[config.mk]
export PLATFORM = sky130hd
export DESIGN_NAME = cts_top
export DESIGN_NICKNAME = d
export VERILOG_FILES = /design/src/design/cts_pkg.sv /design/src/design/cts_top.sv
export SDC_FILE = /design/constraint.sdc
export NUM_CORES = 1
export LEC_CHECK = 0
export BUFFER_PORTS_ARGS = -buffer_cell sky130_fd_sc_hd__buf_2
export CAP_MARGIN = 20
export CORE_AREA = 2 2 353 355
export DETAILED_ROUTE_END_ITERATION = 8
export DIE_AREA = 0 0 355 357
export SLEW_MARGIN = 20
export SYNTH_ARGS = -nofsm -noshare
export SYNTH_HDL_FRONTEND = slang
export SYNTH_SLANG_ARGS = --single-unit
[constraint.sdc]
create_clock -name i_clk -period 2.05 [get_ports i_clk]
set_input_delay 0.41 -clock i_clk [delete_from_list [all_inputs] [get_ports i_clk]]
set_output_delay 0.41 -clock i_clk [all_outputs]
set_load 0.05 [all_outputs]
[src/design/cts_pkg.sv]
// Constants and carrier types for the cipher test sequencer
package cts_pkg;
    localparam logic [15:0] OFF_PLAIN_ADDR   = 16'h0000;
    localparam logic [15:0] OFF_CIPHER_ADDR  = 16'h0004;
    localparam logic [15:0] OFF_ENC_COUNT    = 16'h0008;
    localparam logic [15:0] OFF_DEC_COUNT    = 16'h000C;
    localparam logic [15:0] OFF_ENC_KEY0     = 16'h0020;
    localparam logic [15:0] OFF_DEC_KEY0     = 16'h0040;
    localparam logic [4:0]  REG_AREA         = 5'h00;
    localparam int          KEY_BUSY_BIT     = 8;
    localparam int          IN_BUSY_BIT      = 7;
    localparam int          CNT_W            = 7;
    localparam int          ADDR_W           = 7;
    localparam int          CLK_MHZ          = 25;
    localparam int          KEY_SET_NS       = 400;
    localparam int          KEY_SET_CYC      = (KEY_SET_NS * CLK_MHZ) / 1000;
    localparam logic [31:0] RESET_WORD       = 32'h0000_0000;

    // Register write request
    typedef struct packed {
        logic        wr_en;
        logic [15:0] addr;
        logic [31:0] data;
    } cts_wr_t;

    // Buffer RAM write port
    typedef struct packed {
        logic         en;
        logic [6:0]   addr;
        logic [127:0] data;
    } cts_ram_wr_t;
endpackage

[src/design/cts_top.sv]
// Cipher test sequencer: register file and run control
`timescale 1ns/100ps
`default_nettype none
module cts_top (
    input  wire logic                 i_clk,
    input  wire logic                 i_rst_n,
    input  wire logic                 i_ce,
    input  wire cts_pkg::cts_wr_t     i_wr,
    input  wire logic                 i_rd_req,
    input  wire logic [15:0]          i_rd_addr,
    output logic                      o_rd_valid,
    output logic [31:0]               o_rd_data,
    output logic [127:0]              o_enc_key_value,
    output logic                      o_enc_key_load_strobe,
    output logic [127:0]              o_dec_key_value,
    output logic                      o_dec_key_load_strobe,
    output logic                      o_enc_block_in_valid,
    input  wire logic                 i_enc_block_in_done,
    input  wire logic                 i_enc_result_valid,
    input  wire logic [127:0]         i_enc_result_word,
    output logic                      o_dec_block_in_valid,
    input  wire logic                 i_dec_block_in_done,
    input  wire logic                 i_dec_result_valid,
    input  wire logic [127:0]         i_dec_result_word,
    output logic [6:0]                o_plain_ram_addr,
    output logic [6:0]                o_cipher_ram_addr,
    output cts_pkg::cts_ram_wr_t      o_plain_wr,
    output cts_pkg::cts_ram_wr_t      o_cipher_wr
);
    localparam int KC = cts_pkg::KEY_SET_CYC;

    // Area check shared by write and read decode
    function automatic logic in_reg_area(input logic [15:0] addr);
        return addr[15:11] == cts_pkg::REG_AREA;
    endfunction

    // Key blocks span four words; match on the upper index bits
    function automatic logic key_hit(input logic [8:0] idx,
                                     input logic [8:0] base);
        return idx[8:2] == base[8:2];
    endfunction

    // Address decode, register area only
    wire        area_hit = in_reg_area(i_wr.addr);
    wire        wr       = i_ce && i_wr.wr_en && area_hit;
    wire [8:0]  widx     = i_wr.addr[10:2];
    wire        wr_pa    = wr && widx == cts_pkg::OFF_PLAIN_ADDR[10:2];
    wire        wr_ca    = wr && widx == cts_pkg::OFF_CIPHER_ADDR[10:2];
    wire        wr_ec    = wr && widx == cts_pkg::OFF_ENC_COUNT[10:2];
    wire        wr_dc    = wr && widx == cts_pkg::OFF_DEC_COUNT[10:2];
    wire [8:0]  ek0      = cts_pkg::OFF_ENC_KEY0[10:2];
    wire [8:0]  dk0      = cts_pkg::OFF_DEC_KEY0[10:2];
    wire        wr_ek    = wr && key_hit(widx, ek0);
    wire        wr_dk    = wr && key_hit(widx, dk0);
    wire [6:0]  wcnt     = i_wr.data[6:0];

    // Key busy counters, key and input busy flags, blocks-left counts
    logic [3:0] enc_key_cnt;
    logic [3:0] dec_key_cnt;
    logic       enc_key_busy_flag;
    logic       dec_key_busy_flag;
    logic       enc_input_busy_flag;
    logic       dec_input_busy_flag;
    logic [6:0] enc_blocks_left;
    logic [6:0] dec_blocks_left;

    // Feed decisions; zero count starts nothing and never wraps
    wire enc_start = wr_ec && wcnt != 7'h00;
    wire dec_start = wr_dc && wcnt != 7'h00;
    wire enc_more  = i_ce && i_enc_block_in_done &&
                     enc_blocks_left != 7'h00;
    wire dec_more  = i_ce && i_dec_block_in_done &&
                     dec_blocks_left != 7'h00;
    wire enc_feed  = enc_start || enc_more;
    wire dec_feed  = dec_start || dec_more;

    // Key registers and load strobes
    always_ff @(posedge i_clk or negedge i_rst_n) begin
        if (!i_rst_n) begin
            o_enc_key_value       <= {4{cts_pkg::RESET_WORD}};
            o_dec_key_value       <= {4{cts_pkg::RESET_WORD}};
            o_enc_key_load_strobe <= 1'b0;
            o_dec_key_load_strobe <= 1'b0;
        end else if (i_ce) begin
            o_enc_key_load_strobe <= wr_ek && widx[1:0] == 2'h0;
            o_dec_key_load_strobe <= wr_dk && widx[1:0] == 2'h0;
            if (wr_ek)
                o_enc_key_value[widx[1:0]*32 +: 32] <= i_wr.data;
            if (wr_dk)
                o_dec_key_value[widx[1:0]*32 +: 32] <= i_wr.data;
        end
    end

    // Key setting timers, ten cycles from strobe
    always_ff @(posedge i_clk or negedge i_rst_n) begin
        if (!i_rst_n) begin
            enc_key_cnt <= 4'h0;
            dec_key_cnt <= 4'h0;
        end else if (i_ce) begin
            if (o_enc_key_load_strobe)
                enc_key_cnt <= 4'(KC - 1);
            else if (enc_key_cnt != 4'h0)
                enc_key_cnt <= enc_key_cnt - 4'h1;
            if (o_dec_key_load_strobe)
                dec_key_cnt <= 4'(KC - 1);
            else if (dec_key_cnt != 4'h0)
                dec_key_cnt <= dec_key_cnt - 4'h1;
        end
    end
    assign enc_key_busy_flag = o_enc_key_load_strobe || enc_key_cnt != 4'h0;
    assign dec_key_busy_flag = o_dec_key_load_strobe || dec_key_cnt != 4'h0;

    // Check helper: busy cycles counted apart from the timers, so the
    // length checks below do not just restate the timer logic
    logic [3:0] enc_busy_len;
    logic [3:0] dec_busy_len;
    always_ff @(posedge i_clk or negedge i_rst_n) begin
        if (!i_rst_n) begin
            enc_busy_len <= 4'h0;
            dec_busy_len <= 4'h0;
        end else if (i_ce) begin
            if (o_enc_key_load_strobe)
                enc_busy_len <= 4'h1;
            else if (enc_key_busy_flag)
                enc_busy_len <= enc_busy_len + 4'h1;
            else
                enc_busy_len <= 4'h0;
            if (o_dec_key_load_strobe)
                dec_busy_len <= 4'h1;
            else if (dec_key_busy_flag)
                dec_busy_len <= dec_busy_len + 4'h1;
            else
                dec_busy_len <= 4'h0;
        end
    end

    // Encrypt run control
    always_ff @(posedge i_clk or negedge i_rst_n) begin
        if (!i_rst_n) begin
            enc_blocks_left      <= 7'h00;
            o_enc_block_in_valid <= 1'b0;
            enc_input_busy_flag  <= 1'b0;
        end else if (i_ce) begin
            o_enc_block_in_valid <= enc_feed;
            if (enc_start)
                enc_blocks_left <= wcnt - 7'h1;
            else if (enc_more)
                enc_blocks_left <= enc_blocks_left - 7'h1;
            if (enc_feed)
                enc_input_busy_flag <= 1'b1;
            else if (i_enc_block_in_done)
                enc_input_busy_flag <= 1'b0;
        end
    end

    // Decrypt run control
    always_ff @(posedge i_clk or negedge i_rst_n) begin
        if (!i_rst_n) begin
            dec_blocks_left      <= 7'h00;
            o_dec_block_in_valid <= 1'b0;
            dec_input_busy_flag  <= 1'b0;
        end else if (i_ce) begin
            o_dec_block_in_valid <= dec_feed;
            if (dec_start)
                dec_blocks_left <= wcnt - 7'h1;
            else if (dec_more)
                dec_blocks_left <= dec_blocks_left - 7'h1;
            if (dec_feed)
                dec_input_busy_flag <= 1'b1;
            else if (i_dec_block_in_done)
                dec_input_busy_flag <= 1'b0;
        end
    end

    // Buffer addresses: software load, feed step, result step.
    // A feed and a result in one cycle on the same RAM step it only once;
    // software must not run both directions at once.
    wire enc_res = i_ce && i_enc_result_valid;
    wire dec_res = i_ce && i_dec_result_valid;
    always_ff @(posedge i_clk or negedge i_rst_n) begin
        if (!i_rst_n) begin
            o_plain_ram_addr  <= 7'h00;
            o_cipher_ram_addr <= 7'h00;
            o_plain_wr        <= '0;
            o_cipher_wr       <= '0;
        end else if (i_ce) begin
            o_cipher_wr <= '{en: enc_res, addr: o_cipher_ram_addr,
                             data: i_enc_result_word};
            o_plain_wr  <= '{en: dec_res, addr: o_plain_ram_addr,
                             data: i_dec_result_word};
            if (wr_pa)
                o_plain_ram_addr <= i_wr.data[6:0];
            else if (enc_feed || dec_res)
                o_plain_ram_addr <= o_plain_ram_addr + 7'h1;
            if (wr_ca)
                o_cipher_ram_addr <= i_wr.data[6:0];
            else if (dec_feed || enc_res)
                o_cipher_ram_addr <= o_cipher_ram_addr + 7'h1;
        end
    end

    // Read mux, request then data two cycles later
    wire        rd_area = in_reg_area(i_rd_addr);
    wire [8:0]  ridx    = i_rd_addr[10:2];
    wire [31:0] enc_st  = {23'h0, enc_key_busy_flag, enc_input_busy_flag,
                           enc_blocks_left};
    wire [31:0] dec_st  = {23'h0, dec_key_busy_flag, dec_input_busy_flag,
                           dec_blocks_left};
    logic [31:0] rd_mux;
    always_comb begin
        rd_mux = 32'h0000_0000;
        if (rd_area) begin
            if (ridx == cts_pkg::OFF_PLAIN_ADDR[10:2])
                rd_mux = {25'h0, o_plain_ram_addr};
            else if (ridx == cts_pkg::OFF_CIPHER_ADDR[10:2])
                rd_mux = {25'h0, o_cipher_ram_addr};
            else if (ridx == cts_pkg::OFF_ENC_COUNT[10:2])
                rd_mux = enc_st;
            else if (ridx == cts_pkg::OFF_DEC_COUNT[10:2])
                rd_mux = dec_st;
            else if (key_hit(ridx, ek0))
                rd_mux = o_enc_key_value[ridx[1:0]*32 +: 32];
            else if (key_hit(ridx, dk0))
                rd_mux = o_dec_key_value[ridx[1:0]*32 +: 32];
        end
    end

    logic rd_req_q;
    always_ff @(posedge i_clk or negedge i_rst_n) begin
        if (!i_rst_n) begin
            rd_req_q   <= 1'b0;
            o_rd_valid <= 1'b0;
            o_rd_data  <= 32'h0000_0000;
        end else if (i_ce) begin
            rd_req_q   <= i_rd_req;
            o_rd_valid <= rd_req_q;
            if (i_rd_req)
                o_rd_data <= rd_mux;
        end
    end

    // Checks
    a_enc_key_len: assert property (@(posedge i_clk) disable iff (!i_rst_n)
        i_ce && !enc_key_busy_flag && enc_busy_len != 4'h0 |->
        enc_busy_len == 4'(KC))
        else $error("encrypt key setting length wrong");
    a_dec_key_len: assert property (@(posedge i_clk) disable iff (!i_rst_n)
        i_ce && !dec_key_busy_flag && dec_busy_len != 4'h0 |->
        dec_busy_len == 4'(KC))
        else $error("decrypt key setting length wrong");
    a_rd_two_cyc: assert property (@(posedge i_clk) disable iff (!i_rst_n)
        i_ce && i_rd_req ##1 i_ce |=> o_rd_valid)
        else $error("read valid late");
    a_enc_zero_stop: assert property (@(posedge i_clk) disable iff (!i_rst_n)
        i_ce && i_enc_block_in_done && enc_blocks_left == 7'h00 &&
        !wr_ec |=> !o_enc_block_in_valid)
        else $error("encrypt fed past zero");
    a_dec_zero_stop: assert property (@(posedge i_clk) disable iff (!i_rst_n)
        i_ce && i_dec_block_in_done && dec_blocks_left == 7'h00 &&
        !wr_dc |=> !o_dec_block_in_valid)
        else $error("decrypt fed past zero");
    a_cipher_store: assert property (@(posedge i_clk) disable iff (!i_rst_n)
        enc_res |=> o_cipher_wr.en &&
        o_cipher_wr.addr == $past(o_cipher_ram_addr))
        else $error("cipher store wrong");
    a_enc_start_go: assert property (@(posedge i_clk) disable iff (!i_rst_n)
        enc_start |=> o_enc_block_in_valid &&
        enc_blocks_left == $past(wcnt) - 7'h1)
        else $error("encrypt start wrong");
    a_dec_start_go: assert property (@(posedge i_clk) disable iff (!i_rst_n)
        dec_start |=> o_dec_block_in_valid)
        else $error("decrypt start missing");
    a_enc_key_strb: assert property (@(posedge i_clk) disable iff (!i_rst_n)
        wr && i_wr.addr[10:2] == ek0 |=> o_enc_key_load_strobe)
        else $error("encrypt key strobe missing");
    a_dec_key_strb: assert property (@(posedge i_clk) disable iff (!i_rst_n)
        wr && i_wr.addr[10:2] == dk0 |=> o_dec_key_load_strobe)
        else $error("decrypt key strobe missing");
    a_plain_store: assert property (@(posedge i_clk) disable iff (!i_rst_n)
        dec_res |=> o_plain_wr.en &&
        o_plain_wr.addr == $past(o_plain_ram_addr))
        else $error("plain store wrong");
    a_enc_feed_step: assert property (@(posedge i_clk) disable iff (!i_rst_n)
        enc_more && !enc_start |=> o_enc_block_in_valid &&
        enc_blocks_left == $past(enc_blocks_left) - 7'h1)
        else $error("encrypt feed step wrong");
    a_dec_feed_step: assert property (@(posedge i_clk) disable iff (!i_rst_n)
        dec_more && !dec_start |=> o_dec_block_in_valid &&
        dec_blocks_left == $past(dec_blocks_left) - 7'h1)
        else $error("decrypt feed step wrong");
    // A result on the same RAM also steps it, so those cycles are left out
    a_plain_step: assert property (@(posedge i_clk) disable iff (!i_rst_n)
        enc_feed && !dec_res && !wr_pa |=>
        o_plain_ram_addr == $past(o_plain_ram_addr) + 7'h1)
        else $error("plain address did not step");
    a_cipher_step: assert property (@(posedge i_clk) disable iff (!i_rst_n)
        dec_feed && !enc_res && !wr_ca |=>
        o_cipher_ram_addr == $past(o_cipher_ram_addr) + 7'h1)
        else $error("cipher address did not step");
    a_enc_busy_hold: assert property (@(posedge i_clk) disable iff (!i_rst_n)
        i_ce && enc_input_busy_flag && !i_enc_block_in_done |=>
        enc_input_busy_flag)
        else $error("encrypt input busy dropped early");
    a_dec_busy_hold: assert property (@(posedge i_clk) disable iff (!i_rst_n)
        i_ce && dec_input_busy_flag && !i_dec_block_in_done |=>
        dec_input_busy_flag)
        else $error("decrypt input busy dropped early");
    a_area_ignore: assert property (@(posedge i_clk) disable iff (!i_rst_n)
        i_ce && i_wr.wr_en && !in_reg_area(i_wr.addr) |=>
        !o_enc_key_load_strobe && !o_dec_key_load_strobe)
        else $error("write outside register area took effect");
endmodule
`default_nettype wire

==> out/results.txt, run 1 <==
reg2reg setup slack: -0.15 ns
Slowest-stage cell, CP: or3b_4
H-tree lvl count: 3
clock root buffer: clkbuf_16
top post-synthesis cells by area: dfrtp_1, mux2_2, nand2_1, o21ai_0, mux4_2
post-route setup slack: -0.149 ns
Final setup viols: 19
worst-path maximum fanout: 6
Post-synth top flop: dfrtp_1
Synth Area in Simple Gates: 0.0917
Setup CP Type: register to register
main combinational cell family by area after synthesis: multiplexers
Final min period: 2.20 ns
CTS tree: done
Synth Area in XOR/XNOR: 0.00549
vias in the first global route: 23.1k
I/O pin cnt: 908
port bufs: 903
Clk Latency, worst-skew pair: 0.68 ns
Synth area leader: dfrtp_1
layout cells sized above 1: 0.449
Core Area: 0.123 mm^2
Final Power: 35.1 mW
Synth top area share: 0.592
max-cap violations: 0
routability cong.: 0.885
Critical Path AT: 2.75 ns
Synth async-reset ratio: 1.00
Max Fclk: 455 MHz
post-route ant nets: 0
GRT Util Overall: 0.186
mean post-synth cell area: 11.8 um^2
worst path required time: 2.60 ns
Final Skew: 0.0205 ns
complex-gate fraction of the synthesized area: 0.0999
Stages on worst setup path: 9
syn nets: 2504
clk buf depth: 3
final cell count without fillers: 5123
register area: 0.0151 mm^2
placed cells: 4718
setup TNS: -1.29 ns
Hold Crit Class: primary input to register
adder-cell share of the synthesized area: 0.00588
Worst Reg-to-Reg Cells: 9
RSZ-0062 raised after global routing: true
DP HPWL: 91.7 mm
DR iter-0 viols: 1759
wire per inst: 24.0 um
nets: 3770
Initial DRT Pass Iterations: 5
CP max stage delay: 0.41 ns
Final Util: 0.313
Cell Rows: 129
pins over their slew limit: 0
Max transition margin: 0.531
Yosys reg bits: 604
die width: 355 um
CTS Sinks: 604
CP Capture Type: register
first-pass GRT wire length: 170 mm
initial cell density of the core: 0.208
antenna violations before repair: 23
Post-Syn Instances: 2163
Cell Area, Synth: 0.0255 mm^2
# DRC: 0
Avg Vias per Cell: 4.51
die area: 0.127 mm^2
worst r2r src: enc_blocks_left[0]
area grow syn2layout: 50.9%
register area share after synthesis: 0.592
multi-input logic area: 0.00989 mm^2
transition time of the tightest slew-check pin: 0.704 ns
Critical path buffers and inverters: 2
mux contribution to synthesized area: 0.178
CTS Buf Count: 72
filler instances: 12.5k
CP cell instances: inv_2 -> ha_4 -> or3b_4 -> o41ai_4 -> o31ai_4 -> buf_12 -> o211ai_1 -> xor2_1 -> a21oi_1
wirelength, routed: 123 mm
maximum vdd drop: 959 uV
DR vias: 23.1k
failing checks: setup timing
Startpoint Class: register
GRT Residual Overflow: 0
reg-to-reg critical path endpoint: o_plain_ram_addr[2]
CP top delay family: compound AO/OA/AOI/OAI gates
post-synthesis cell type count: 56
largest net degree at the start of global routing: 72
synth warn: 0
chip height: 357 um
Static Leak: 18.0 nW
fin crit share: 1.07
Fin Hold WS: 0.0785 ns
status: finished with violations
Hold Violations, Final: 0
pwr dens: 910 mW/mm^2
Worst Setup SP: enc_blocks_left[0]
Post-synth EDFFs: 0
Worst Setup EP: o_plain_ram_addr[2]
clock slew at reported path FFs: 0.06 ns
registers in the layout, indices dropped and copies added, names as in the netlist, 32 cells and up:
name / count
o_cipher_wr: 136
o_plain_wr: 136
o_dec_key_value: 128
o_enc_key_value: 128
o_rd_data: 32
how the worst min path moves through the flow:
stage	from	cells past startpoint	end	slack, ns
4_1_cts	i_dec_result_word[54]	2	o_plain_wr[54]	0.004
3_5_place_dp	i_rst_n	1	o_cipher_wr[117]	0.32
2_1_floorplan	i_rst_n	0	dec_blocks_left[0]	0.11
6_report	i_dec_result_word[54]	2	o_plain_wr[54]	0.08
3_3_place_gp	i_rst_n	1	o_cipher_wr[123]	0.32
5_1_grt	i_dec_result_word[107]	2	o_plain_wr[107]	0.02
stage by stage:
stage	setup WS [ns]	cell area, um^2
6_report	-0.149	38500
5_1_grt	-0.256	38500
4_1_cts	-0.162	38400
3_5_place_dp	-0.815	33300
3_3_place_gp	-0.906	33300
2_1_floorplan	-0.0774	25600
cell families after synthesis:
group,Yosys count
flops,604
xor+xnor,16
simple gates,574
buf+inv,169
compound gates,446
mux,342
fa+ha+maj,12
metal layers:
layer | routed length (um) | GRT usage | vias up
li1 | - | - | 10200
met1 | 52000 | 0.248 | 11600
met2 | 53000 | 0.270 | 1115
met3 | 14000 | 0.0801 | 210
met4 | 3850 | 0.0617 | 6
met5 | 40 | 0 | -
Yosys cell counts (all sizes together), types with 5 or more instances:
cell,number
dfrtp,604
nor4,7
nand2,458
nand3,15
nand4,9
nor2,39
o31ai,9
clkbuf,101
mux2i,6
a22o,5
or3,5
xor2,15
a22oi,34
ha,12
o211ai,6
nor2b,5
inv,26
mux2,273
and3,9
buf,42
mux4,63
a21o,5
a21oi,30
o21ai,330
nor3,18
cells in the final DEF, fill, tap and decap left out, types with 39 or more instances in the layout:
cell type	n
nor2_1	39
o21ai_0	313
mux4_2	63
dfrtp_1	594
nand2_1	449
buf_2	895
mux2_2	272
buf_4	129
dlygate4sd3_1	267
clkbuf_16	73
where the power goes:
group | internal (mW) | switching (mW) | total (mW)
clock network | 7.60 | 5.57 | 13.2
registers | 12.9 | 0.932 | 13.8
logic | 2.69 | 5.38 | 8.07
total | 23.2 | 11.9 | 35.1
area by class of cell:
cell class | count | area share
Antenna cell | 7 | 0.000455
Clock buffer | 101 | 0.0535
Clock inverter | 23 | 0.00867
Inverter | 26 | 0.00253
Multi-Input combinational cell | 1390 | 0.257
Sequential cell | 604 | 0.393
Tap cell | 1637 | 0.0532
Timing Repair Buffer | 1335 | 0.232
worst register-to-register path, delay by kind of cell (launching register included):
family	cells	cell delay (ns)
AO/OA/AOI/OAI	4	0.73
AND/OR/NAND/NOR	1	0.41
flip-flops	1	0.38
buffers and inverters	2	0.25
XOR/XNOR	1	0.17
adder cells (fa/ha/maj)	1	0.14
what timing repair did:
item,4_1_cts,5_1_grt
setup buffers,5,2
setup endpoints to repair,34,33
hold buffers,267,0
resized for setup,28,21
endpoints found under the hold margin,726,0
pin swaps,5,10
Power figures use the tool's default switching activity.
==> run 2: changes to the inputs <==
==> constraint.sdc (replaced) <==
create_clock -name i_clk -period 2.05 [get_ports i_clk]
set_input_delay 0.3075 -clock i_clk [delete_from_list [all_inputs] [get_ports i_clk]]
set_output_delay 0.3075 -clock i_clk [all_outputs]
set_load 0.05 [all_outputs]
==> run 2 against run 1 <==
Compared with the run above:
- the flow still finishes with violations (setup timing)
- design area grew 0.43%
- global-route usage shrank 0.50 points
- non-clock buffer count grew 30
- worst hold slack better by 0.014 ns
- power is 1.4% lower
- maximum frequency is 2.3% higher
- sequential share of layout area shrank 0.20 points
- clock skew up 0.012 ns
- critical path type unchanged
- largest cell class unchanged
==> out/results.txt, run 2 (synthesized netlist as in run 1, its figures left out) <==
maximum vdd drop: 743 uV (was 959 uV)
met3 usage: 0.0685 (was 0.0801)
pwr dens: 894 mW/mm^2 (was 910 mW/mm^2)
internal power: 22.9 mW (was 23.2 mW)
worst-path maximum fanout: 7 (was 6)
Hold Violations, Final: 0 (unchanged)
clock slew at reported path FFs: 0.06 ns (about the same)
Initial DRT Pass Iterations: 5 (unchanged)
Cell Rows: 129 (unchanged)
Clock power frac: 0.365 (was 0.376)
filler instances: 12.4k (was 12.5k)
Core Area: 0.123 mm^2 (unchanged)
Max Fclk: 465 MHz (was 455 MHz)
status: finished with violations (unchanged)
DR iter-0 viols: 1740 (was 1759)
Final setup viols: 13 (was 19)
Hold Crit Class: primary input to register (unchanged)
RSZ-0062 raised after global routing: true (unchanged)
reg2reg setup slack: -0.1 ns (was -0.15 ns)
switching power: 11.7 mW (was 11.9 mW)
Setup CP Type: register to register (unchanged)
fin crit share: 1.05 (was 1.07)
post-route setup slack: -0.0995 ns (was -0.149 ns)
Final Util: 0.315 (was 0.313)
nets: 3798 (was 3770)
GRT Util Overall: 0.181 (was 0.186)
failing checks: setup timing (unchanged)
Clk Latency, worst-skew pair: 0.66 ns (was 0.68 ns)
post-route ant nets: 0 (unchanged)
transition time of the tightest slew-check pin: 0.672 ns (was 0.704 ns)
# DRC: 0 (unchanged)
CP Capture Type: register (unchanged)
Net Sw Frac: 0.337 (was 0.339)
register area: 0.0151 mm^2 (about the same)
Global Route met2 Usage: 0.275 (was 0.270)
worst path required time: 2.57 ns (was 2.60 ns)
Final min period: 2.15 ns (was 2.20 ns)
DP HPWL: 88.8 mm (was 91.7 mm)
port bufs: 903 (unchanged)
antenna violations before repair: 21 (was 23)
chip height: 357 um (unchanged)
area grow syn2layout: 51.5% (was 50.9%)
wire per inst: 23.3 um (was 24.0 um)
commonest cells after routing, fill and taps aside: buf_2, dfrtp_1, nand2_1 (unchanged)
Largest regs: o_cipher_wr (136), o_plain_wr (136) (unchanged)
largest net degree at the start of global routing: 100 (was 72)
layout cells sized above 1: 0.449 (about the same)
grt peak-use layer: met2 (unchanged)
CTS tree: done (unchanged)
routability cong.: 0.903 (was 0.885)
wirelength, routed: 120 mm (was 123 mm)
die width: 355 um (unchanged)
met1 Use GR: 0.235 (was 0.248)
Max transition margin: 0.552 (was 0.531)
Comb pwr share: 0.237 (was 0.230)
pins over their slew limit: 0 (unchanged)
vias in the first global route: 23.5k (was 23.1k)
Critical Path AT: 2.67 ns (was 2.75 ns)
GRT Residual Overflow: 0 (unchanged)
Avg Vias per Cell: 4.51 (about the same)
initial cell density of the core: 0.208 (unchanged)
Final Power: 34.6 mW (was 35.1 mW)
clk buf depth: 3 (unchanged)
commonest non-fill, non-tap cell in the layout: buf_2 (unchanged)
multi-input logic area: 0.00990 mm^2 (was 0.00989 mm^2)
clock root buffer: clkbuf_16 (unchanged)
Startpoint Class: register (unchanged)
max-cap violations: 0 (unchanged)
H-tree lvl count: 3 (unchanged)
I/O pin cnt: 908 (unchanged)
first-pass GRT wire length: 168 mm (was 170 mm)
CTS Buf Count: 70 (was 72)
Static Leak: 18.2 nW (was 18.0 nW)
DR vias: 23.3k (was 23.1k)
CTS Sinks: 604 (unchanged)
Final Skew: 0.0330 ns (was 0.0205 ns)
die area: 0.127 mm^2 (unchanged)
Flop pwr share: 0.397 (was 0.394)
==> run 2: critical path, cell delays in order (launching register included) <==
cell and delay (ns):
dfrtp_1 0.39, inv_2 0.09, ha_4 0.13, or3b_4 0.39, o41ai_4 0.31, o31ai_4 0.21, o21ai_2 0.21, mux2i_1 0.21
mux2i_1 0.09
==> run 2: final timing paths <==
path                                   endpoint           startpoint  cells past startpoint
setup / recovery           o_cipher_ram_addr[1]   dec_blocks_left[0]                      8
hold / removal                 o_cipher_wr[135]   i_enc_result_valid                      2
setup reg to reg           o_cipher_ram_addr[1]   dec_blocks_left[0]                      8
hold reg to reg             dec_input_busy_flag  dec_input_busy_flag                      2
max in group asynchronous        o_plain_wr[36]              i_rst_n                      4
min in group asynchronous       o_cipher_wr[55]              i_rst_n                      2
==> run 2: cell type report <==
cell class,count,area share
diodes,8,0.000517
clock buffers,102,0.0541
clock inverters,21,0.00540
inverters,26,0.00252
multi-input cells,1390,0.256
flip-flops and latches,604,0.391
well taps,1637,0.0529
repair buffers,1365,0.238
==> run 2: routing by layer <==
layer	part of all wire	wire, um	vias to the layer above
met5	0.00048	58	-
met4	0.034	4070	10
met3	0.10	12300	240
li1	-	-	10200
met2	0.44	53100	1137
met1	0.42	50400	11600
==> run 2: metrics by stage <==
stage	instance area (um^2)	worst slack [ns]	cells	hold slack [ns]	TNS [ns]
finish	38700	-0.0995	5153	0.0925	-0.425
global route	38700	-0.202	5147	0.0548	-2.51
CTS	38600	-0.0866	5142	0.0363	-0.142
detailed placement	33300	-0.272	4727	0.218	-12.21
global placement	33300	-0.335	4727	0.218	-24.11
floorplan	25600	-0.0657	2163	0.0119	-0.343
==> run 2: timing repair <==
item,in CTS,in global routing
gates cloned,1,0
gates resized for setup,18,31
hold buffers,285,0
pin swaps,5,15
buffers inserted,6,5
endpoints found under the setup margin,19,30
hold endpoints to repair,633,0
==> run 2: power groups by stage <==
stage          registers, mW  logic [mW]  clock network, mW
2_1_floorplan           16.4        1.86                  0
3_3_place_gp            13.9        7.40                  0
3_5_place_dp            13.9        7.46                  0
4_1_cts                 13.7        8.05               12.9
5_1_grt                 13.9        8.66               13.4
6_report                13.8        8.21               12.6
